--- src/rtl/iefc_pkg.sv ---
// Package for the interrupt enable and flag controller
package iefc_pkg;

  // Register byte addresses on APB
  localparam logic [11:0] IEFC_CTRL_OFFS = 12'h000;
  localparam logic [11:0] IEFC_PEN_OFFS = 12'h004;
  localparam logic [11:0] IEFC_PINEN_OFFS = 12'h008;
  localparam logic [11:0] IEFC_PSTAT_OFFS = 12'h00C;
  localparam logic [11:0] IEFC_EVST_OFFS = 12'h010;
  localparam logic [11:0] IEFC_EVMSK_OFFS = 12'h014;

  // Control register fields
  localparam int IEFC_GEN_BIT = 7;
  localparam int IEFC_PGE_BIT = 6;
  localparam int IEFC_T0E_BIT = 5;
  localparam int IEFC_EXE_BIT = 4;
  localparam int IEFC_PCE_BIT = 3;
  localparam int IEFC_T0F_BIT = 2;
  localparam int IEFC_EXF_BIT = 1;
  localparam int IEFC_PCF_BIT = 0;

  // Peripheral enable: implemented bits 6,5,4,3,1,0
  localparam logic [7:0] IEFC_PEN_MASK_FULL = 8'h7B;
  // Smaller variant lacks converter, capture/compare, timer two
  localparam logic [7:0] IEFC_PEN_MASK_SMALL = 8'h19;

  localparam logic [7:0] IEFC_CTRL_RST = 8'h00;
  localparam logic [7:0] IEFC_PEN_RST = 8'h00;
  localparam logic [5:0] IEFC_PINEN_RST = 6'h00;
  localparam logic [2:0] IEFC_EV_RST = 3'h0;

  localparam int IEFC_PORT_W = 6;

  typedef struct packed {
    logic timer_zero_roll;
    logic ext_pin_edge;
    logic port_changed;
  } iefc_event_type;

endpackage : iefc_pkg

--- src/rtl/iefc_ctrl.sv ---
// Interrupt enable and flag registers with APB access and request output
//
// Chosen here: the register addresses and the APB interface to the registers.
`timescale 1ns/100ps

// Contract
// - Flags set on their condition regardless of own or global enable
// - Global enable bit 7 passes unmasked core requests, else blocks core_irq_req; event_irq ignores it
// - Peripheral group enable bit 6 gates every peripheral request
// - Timer-zero overflow flag bit 2 sticks until cleared; enable bit 5
// - Reset leaves timer-zero counter alone; software sets it first
// - External pin flag bit 1 sticks until cleared; enable bit 4
// - Port change flag bit 0 set on any change of a per-pin enabled pin among 5..0
// - Port change enable bit 3 works only for per-pin enabled pins
// - Control register fully read/write, resets to zero
// - Peripheral enable bit 5 gates capture/compare interrupt
// - Bits 4 and 3 gate comparator two and one interrupts
// - Bit 1 gates timer two match interrupt
// - Peripheral bits 7 and 2 read zero; implemented bits reset zero
module iefc_ctrl
  import iefc_pkg::*;
#(
  parameter bit FULL_VARIANT = 1'b1
) (
  // Clock and reset
  input wire logic ref_clk,
  input wire logic resetn,
  // APB slave
  input wire logic psel,
  input wire logic penable,
  input wire logic pwrite,
  input wire logic [11:0] paddr,
  input wire logic [31:0] pwdata,
  output logic [31:0] prdata,
  output logic pready,
  output logic pslverr,
  // Event sources (same clock domain)
  input wire logic timer_zero_rollover,
  input wire logic [5:0] general_io_port,
  input wire logic external_irq_pin,
  // Peripheral flags, level from their own flag bits
  input wire logic [7:0] peripheral_flags,
  // Request to core and block event interrupt
  output logic core_irq_req,
  output logic event_irq
);

  localparam logic [7:0] PEN_MASK =
    FULL_VARIANT ? IEFC_PEN_MASK_FULL : IEFC_PEN_MASK_SMALL;

  logic [7:0] ctrl_q;
  logic [7:0] pen_q;
  logic [5:0] pinen_q;
  logic [2:0] evst_q;
  logic [2:0] evmsk_q;
  logic [5:0] port_s1_q, port_s2_q, port_s3_q;
  logic ext_s1_q, ext_s2_q, ext_s3_q;

  // Pin inputs pass two flops; the third holds history for edge detection
  always_ff @(posedge ref_clk or negedge resetn) begin
    if (!resetn) begin
      port_s1_q <= 6'h00;
      port_s2_q <= 6'h00;
      port_s3_q <= 6'h00;
      ext_s1_q <= 1'b0;
      ext_s2_q <= 1'b0;
      ext_s3_q <= 1'b0;
    end else begin
      port_s1_q <= general_io_port;
      port_s2_q <= port_s1_q;
      port_s3_q <= port_s2_q;
      ext_s1_q <= external_irq_pin;
      ext_s2_q <= ext_s1_q;
      ext_s3_q <= ext_s2_q;
    end
  end

  // Only pins with their per-pin enable can raise a change event
  wire [5:0] pin_changed = (port_s2_q ^ port_s3_q) & pinen_q;
  wire ext_rise = ext_s2_q & ~ext_s3_q;

  iefc_event_type ev;
  assign ev.timer_zero_roll = timer_zero_rollover;
  assign ev.ext_pin_edge = ext_rise;
  assign ev.port_changed = |pin_changed;

  // APB decode
  function automatic logic hit(input logic [11:0] a, input logic [11:0] o);
    hit = (a == o);
  endfunction : hit

  wire wr_en = psel & penable & pwrite;
  wire sel_ctrl = hit(paddr, IEFC_CTRL_OFFS);
  wire sel_pen = hit(paddr, IEFC_PEN_OFFS);
  wire sel_pinen = hit(paddr, IEFC_PINEN_OFFS);
  wire sel_pstat = hit(paddr, IEFC_PSTAT_OFFS);
  wire sel_evst = hit(paddr, IEFC_EVST_OFFS);
  wire sel_evmsk = hit(paddr, IEFC_EVMSK_OFFS);
  wire mapped = sel_ctrl | sel_pen | sel_pinen | sel_pstat | sel_evst |
                sel_evmsk;
  wire ctrl_wr = wr_en & sel_ctrl;

  // Flags: hardware set wins over a software write of zero
  wire [2:0] flag_set = {ev.timer_zero_roll, ev.ext_pin_edge,
                         ev.port_changed};
  wire [7:0] ctrl_base = ctrl_wr ? pwdata[7:0] : ctrl_q;
  wire [7:0] ctrl_d = {ctrl_base[7:3], ctrl_base[2:0] | flag_set};

  wire [7:0] pen_d = (wr_en & sel_pen) ? (pwdata[7:0] & PEN_MASK)
                                       : pen_q;
  wire [2:0] evst_d = (evst_q & ~((wr_en & sel_evst) ? pwdata[2:0] : 3'h0))
                      | flag_set;

  wire [5:0] pinen_d = (wr_en & sel_pinen) ? pwdata[5:0] : pinen_q;
  wire [2:0] evmsk_d = (wr_en & sel_evmsk) ? pwdata[2:0] : evmsk_q;

  // One short block per register keeps each reset value next to its use
  always_ff @(posedge ref_clk or negedge resetn) begin
    if (!resetn) begin
      ctrl_q <= IEFC_CTRL_RST;
    end else begin
      ctrl_q <= ctrl_d;
    end
  end

  always_ff @(posedge ref_clk or negedge resetn) begin
    if (!resetn) begin
      pen_q <= IEFC_PEN_RST;
    end else begin
      pen_q <= pen_d;
    end
  end

  always_ff @(posedge ref_clk or negedge resetn) begin
    if (!resetn) begin
      pinen_q <= IEFC_PINEN_RST;
    end else begin
      pinen_q <= pinen_d;
    end
  end

  // Event status keeps set-wins ordering so no event is lost to a clear
  always_ff @(posedge ref_clk or negedge resetn) begin
    if (!resetn) begin
      evst_q <= IEFC_EV_RST;
    end else begin
      evst_q <= evst_d;
    end
  end

  always_ff @(posedge ref_clk or negedge resetn) begin
    if (!resetn) begin
      evmsk_q <= IEFC_EV_RST;
    end else begin
      evmsk_q <= evmsk_d;
    end
  end

  // Request: core sources under global enable, peripherals also need group
  wire core_hit = (ctrl_q[IEFC_T0E_BIT] & ctrl_q[IEFC_T0F_BIT])
                | (ctrl_q[IEFC_EXE_BIT] & ctrl_q[IEFC_EXF_BIT])
                | (ctrl_q[IEFC_PCE_BIT] & ctrl_q[IEFC_PCF_BIT]);
  // Bits 6,5,4,3,1,0 gate converter, capture, comparators, timers
  wire [7:0] per_active = pen_q & peripheral_flags;
  wire per_hit = ctrl_q[IEFC_PGE_BIT] & (|per_active);
  assign core_irq_req = ctrl_q[IEFC_GEN_BIT] & (core_hit | per_hit);

  assign event_irq = |(evst_q & evmsk_q);

  // Read mux, unmapped addresses read zero and report an error
  wire [7:0] rd_byte = sel_ctrl ? ctrl_q :
                       sel_pen ? pen_q :
                       sel_pinen ? {2'b00, pinen_q} :
                       sel_pstat ? {2'b00, port_s2_q} :
                       sel_evst ? {5'h00, evst_q} :
                       sel_evmsk ? {5'h00, evmsk_q} : 8'h00;
  assign prdata = {24'h000000, rd_byte};
  assign pready = 1'b1;
  assign pslverr = psel & penable & ~mapped;
endmodule : iefc_ctrl

--- config.mk ---
export PLATFORM = sky130hd
export DESIGN_NAME = iefc_ctrl
export DESIGN_NICKNAME = d
export VERILOG_FILES = /design/src/rtl/iefc_pkg.sv /design/src/rtl/iefc_ctrl.sv
export SDC_FILE = /design/constraint.sdc
export NUM_CORES = 1
export LEC_CHECK = 0
export BUFFER_PORTS_ARGS = -buffer_cell sky130_fd_sc_hd__buf_2
export CAP_MARGIN = 5
export CORE_ASPECT_RATIO = 2
export CORE_MARGIN = 5
export CORE_UTILIZATION = 30
export CTS_CLUSTER_SIZE = 40
export DETAILED_ROUTE_END_ITERATION = 7
export GPL_TIMING_DRIVEN = 1
export PLACE_DENSITY = 0.52
export SLEW_MARGIN = 20
export SYNTH_ARGS = -nofsm -noshare
export SYNTH_HDL_FRONTEND = slang
export SYNTH_SLANG_ARGS = --single-unit
--- constraint.sdc ---
create_clock -name ref_clk -period 3.2 [get_ports ref_clk]
set_input_delay 0.64 -clock ref_clk [delete_from_list [all_inputs] [get_ports ref_clk]]
set_output_delay 0.64 -clock ref_clk [all_outputs]
set_load 0.01 [all_outputs]
## Word-level counts from Yosys, hierarchy flattened

Cells that the tools add are included.

- Eq/ne operators: 5
- Reduce and logical (&&, ||, !) cells: 4
- Bitwise gates (word level): 32
- Muxes and demuxes: 8

Operator list:

| operator | number |
|---|---|
| two-way mux 8 bit | 4 |
| == test 12 x 4 -> 1 bit (second input constant) | 2 |
| == test 12 x 5 -> 1 bit (second input constant) | 2 |
| AND 1 bit | 14 |
| == test 12 x 3 -> 1 bit (second input constant) | 1 |
| logical NOT 12 bit | 1 |
| two-way mux 3 bit | 4 |
| AND 7 x 8 -> 8 bit | 1 |
| OR 1 bit | 8 |
| OR reduction 8 bit | 1 |
| AND 3 bit | 2 |
| AND 6 bit | 1 |
| OR 3 bit | 2 |
| OR reduction 6 bit | 1 |
| XOR 6 bit | 1 |
| inverter 3 bit | 1 |
| OR reduction 3 bit | 1 |
| inverter 1 bit | 2 |

- Input port bits: 65
- Register bits after elaboration: 47

## Logic depth before layout (Yosys ltp)

- Depth after elaboration: 8
- Depth in mapped cells: 5
- Mapped depth without buffers: 4

## Worst setup path after synthesis

Ideal clock, no wire load.

- Kind: input port to output port
- Start point: input paddr[11]
- End point: output prdata[6]
- Slack: 0.491 ns
- Arrival time: 2.069 ns
- Stages: 3
- Cell sequence: or4_1 > or3_1 > nor4_1

- Word-level cells in the longest chain between the ends: 4
- Elaborated cells on any way between the ends: 6
- Those cells by class: eq/ne (2); mux (3); reduce/logical (1)

Ends and longest elaborated chain:

| item | line | RTL |
|---|---|---|
| from (decl) | iefc_ctrl.sv:32 | `input wire logic [11:0] paddr,` |
| == test 12 x 4 -> 1 bit | iefc_ctrl.sv:89 | `hit = (a == o);` |
| two-way mux 8 bit | iefc_ctrl.sv:173 | `sel_pinen ? {2'b00, pinen_q} :` |
| two-way mux 8 bit | iefc_ctrl.sv:172 | `sel_pen ? pen_q :` |
| two-way mux 8 bit (*) | iefc_ctrl.sv:171 | `wire [7:0] rd_byte = sel_ctrl ? ctrl_q :` |
| to (decl) | iefc_ctrl.sv:34 | `output logic [31:0] prdata,` |

Mark *: on every way between the ends. The rest lies on a longest branch, timed or not.

## Worst setup path in the final report

- Start point: input paddr[0]
- End point: output prdata[3]

- Word-level cells in the longest chain between the ends: 5
- Elaborated cells on any way between the ends: 8
- Those cells by class: eq/ne (3); mux (4); reduce/logical (1)

Ends and longest elaborated chain:

| item | line | RTL |
|---|---|---|
| == test 12 x 4 -> 1 bit | iefc_ctrl.sv:89 |  |
| two-way mux 8 bit | iefc_ctrl.sv:174 | `sel_pstat ? {2'b00, port_s2_q} :` |
| two-way mux 8 bit | iefc_ctrl.sv:173 |  |
| two-way mux 8 bit | iefc_ctrl.sv:172 |  |
| two-way mux 8 bit (*) | iefc_ctrl.sv:171 |  |

Marks and branches as above.

==> flow_summary.toml <==
[placement]
hpwlAfterDp_um = 3920
routabilityCongestion = 0.839
io_buffers = 49
post-place-ws_ns = 0.212

[layout]
register_area_um2 = 1180
drive_gt1_frac = 0.309
multi_input_area_um2 = 958
n_fill_cell = 770
nNetsFinal = 307
area_growth_pct = 17.9
diodes = 0

[setup_path]
worstPathArrival_ns = 2.35
crit_chain = "buf_2 -> or4_4 -> or3_1 -> nor2_1 -> o311a_1 -> buf_2"
cp-startpoint = "paddr[0]"
worstSetupStartpointType = "input port"
path_class = "input port to output port"
endpoint = "prdata[3]"
slowest_stage = "or4_4"
reg2reg_slack_ns = 1.91
r2r-start = "port_s2_q[2]"
r2r_end = "ctrl_q[0]"
slowest_delay_ns = 0.56
crit_fanout = 5
end_kind = "output port"
crit_path_frequent_cell = "buf_2"
r2r_cells = 4
required_ns = 2.56

[sta]
setup-violations-final = 0
hold_viol = 0
slew_viol_final = 0
slew_headroom = 0.612
tightest_slew_ns = 0.583
layout_setup_ws_ns = 0.215
min_period_over_period = 0.933
tns_ns = 0
holdWs_ns = 0.348
skew_ns = 0.00386
max_freq_ghz = 0.335
min_period_ns = 2.99
grt_setup_unrepaired = "no"

[clock_network]
clkLatencyLatePin_ns = 0.28
cts_tree = "built"
cts_setup_buffers = 0
clk_pin_slew_ns = 0.06
clk_path_buf_depth = 2
cts_buffers = 5
clockRootBuffer = "clkbuf_16"
ctsResizeCount = 0
htree_levels = 2
cts.sinks = 47
hold_buffers = 0

[synthesis]
synth-edff-count = 0
ys_seq_area_frac = 0.518
ys_seq_elements = 47
synthDistinctLibCells = 40
async_flop_share = 1.00
yosys_warnings = 0
synth-main-ff-cell = "dfrtp_1"
avgSynthCellArea_um2 = 11.9
synthCells = 191
syn_area_um2 = 2270

[floorplan]
io_pins = 101
core_area_um2 = 7490
initial_core_util = 0.303
die_x_um = 71.5
placement_rows = 45
die_h_um = 133
die_area_um2 = 9510

[drt]
drtPass1Iterations = 4
routed_via_density = 4.74
ant_nets = 0
wire_per_inst_um = 15.3
vias = 1596
drc = 0
wl_um = 5170
drt_iter0_markers = 114

[run_status]
status = "finished, final reports clean"

[power]
vdd_drop_max_mv = 0.299
cellPowerDensity_nw_per_um2 = 458
seqPwrFrac = 0.506
comb_power_share = 0.081
swShare = 0.237
clkPwrFrac = 0.412
p_leak_nw = 1.33
p_sw_w = 0.000291
internal_power_w = 0.000934
total_power_w = 0.00123

[global_route]
grt_max_degree = 48
grt_usage = 0.114
grt_remaining_overflow = 0
antenna_found_initial = 0
grt_pass1_wl_um = 8720
grt_pass1_vias = 1738

[hold_path]
min_path_type = "flip-flop to flip-flop"

[run]
drv_cap = 0
per-stage QoR:
stage	util	area (um2)	cells
2_1_floorplan	-	2360	214
3_3_place_gp	0.338	2530	329
3_5_place_dp	0.338	2530	329
4_1_cts	0.357	2670	337
5_1_grt	0.357	2680	337
6_report	0.357	2680	337
cells in the final DEF (no fill, tap or decap), types with 2 or more instances in the layout:
cell type and instances:
dfrtp_1 47, a222oi_1 2, nand2_1 4, nor4_1 5, a22oi_1 6, buf_4 3, inv_1 4, a211o_1 3
clkbuf_16 5, mux2i_1 5, nand3_1 7, nand3b_1 2, o311a_1 3, xor2_1 6, and3_1 5, clkinvlp_4 2
a21oi_1 10, a21o_1 3, nor2_1 4, buf_2 48, mux2_2 11, nor3_1 3, nor2b_1 3, conb_1 25
mux2_1 10
worst min-delay path by stage:
stage                            start           end  slack (ns)  cells after the start
final                     port_s1_q[5]  port_s2_q[5]        0.35                      0
after global routing      port_s1_q[3]  port_s2_q[3]        0.36                      0
after CTS                     ext_s1_q      ext_s2_q        0.35                      0
after detailed placement      ext_s1_q      ext_s2_q        0.33                      0
after global placement    port_s1_q[5]  port_s2_q[5]        0.33                      0
after floorplan               ext_s1_q      ext_s2_q        0.33                      0
cell usage after synthesis (2+ instances only):
cell type | number | area share
dfrtp_1 | 47 | 0.52
buf_4 | 25 | 0.083
mux2_2 | 11 | 0.055
a21oi_1 | 10 | 0.022
mux2_1 | 10 | 0.050
nand3_1 | 7 | 0.015
a22oi_1 | 6 | 0.020
xor2_1 | 6 | 0.023
and3_1 | 5 | 0.014
mux2i_1 | 5 | 0.022
nor4_1 | 5 | 0.014
clkbuf_1 | 4 | 0.0066
inv_1 | 4 | 0.0066
nand2_1 | 4 | 0.0066
nor2_1 | 4 | 0.0066
a211o_1 | 3 | 0.012
a21o_1 | 3 | 0.0099
nor2b_1 | 3 | 0.0083
nor3_1 | 3 | 0.0066
o311a_1 | 3 | 0.013
a222oi_1 | 2 | 0.0088
conb_1 | 2 | 0.0033
nand3b_1 | 2 | 0.0066
critical path, delay by kind of cell:
| family | cells | cell delay (ns) |
|---|---|---|
| buffers and inverters | 2 | 0.23 |
| AOI/OAI and AO/OA | 1 | 0.20 |
| and+or+nand+nor | 3 | 1.27 |
metal layers:
metal	vias to the layer above	share of wire	global-route usage
met5	-	0	0
met4	0	0.0085	0.0356
met3	4	0.064	0.0342
met2	50	0.52	0.186
met1	792	0.40	0.144
li1	750	-	-
registers in the layout, indices dropped and copies added (netlist names), 3 cells and up:
name       flops
port_s2_q      6
evst_q         3
pen_q          6
ctrl_q         8
evmsk_q        3
port_s1_q      6
pinen_q        6
port_s3_q      6
power groups by stage:
stage / Sequential [W] / Clock, W / Combinational [W]
after floorplan: 0.000628 / 0 / 0.0000739
after global placement: 0.000631 / 0 / 0.0000979
after detailed placement: 0.000632 / 0 / 0.0000996
after CTS: 0.000620 / 0.000521 / 0.000100
after global routing: 0.000622 / 0.000548 / 0.000114
final: 0.000620 / 0.000505 / 0.0000997
layout make-up:
cell class / count / area share
tap: 94 / 0.0440
timing repair buffer: 51 / 0.0982
clock buffer: 5 / 0.0468
clock inverter: 3 / 0.00748
sequential: 47 / 0.440
inverter: 4 / 0.00561
multi-input combinational: 133 / 0.358
kinds of logic (layout without fill, tap and decap cells):
| kind of cell | Yosys count | after routing | share of synthesized area |
|---|---|---|---|
| muxes | 27 | 27 | 0.136 |
| DFF | 47 | 47 | 0.518 |
| other | 2 | 25 | 0.00331 |
| xor gates and xnor gates | 6 | 6 | 0.0232 |
| AOI/OAI and AO/OA | 34 | 34 | 0.110 |
| buffers and inverters | 34 | 63 | 0.0976 |
| and+or+nand+nor | 41 | 41 | 0.111 |
No activity file was read; power rests on OpenSTA's default activity.
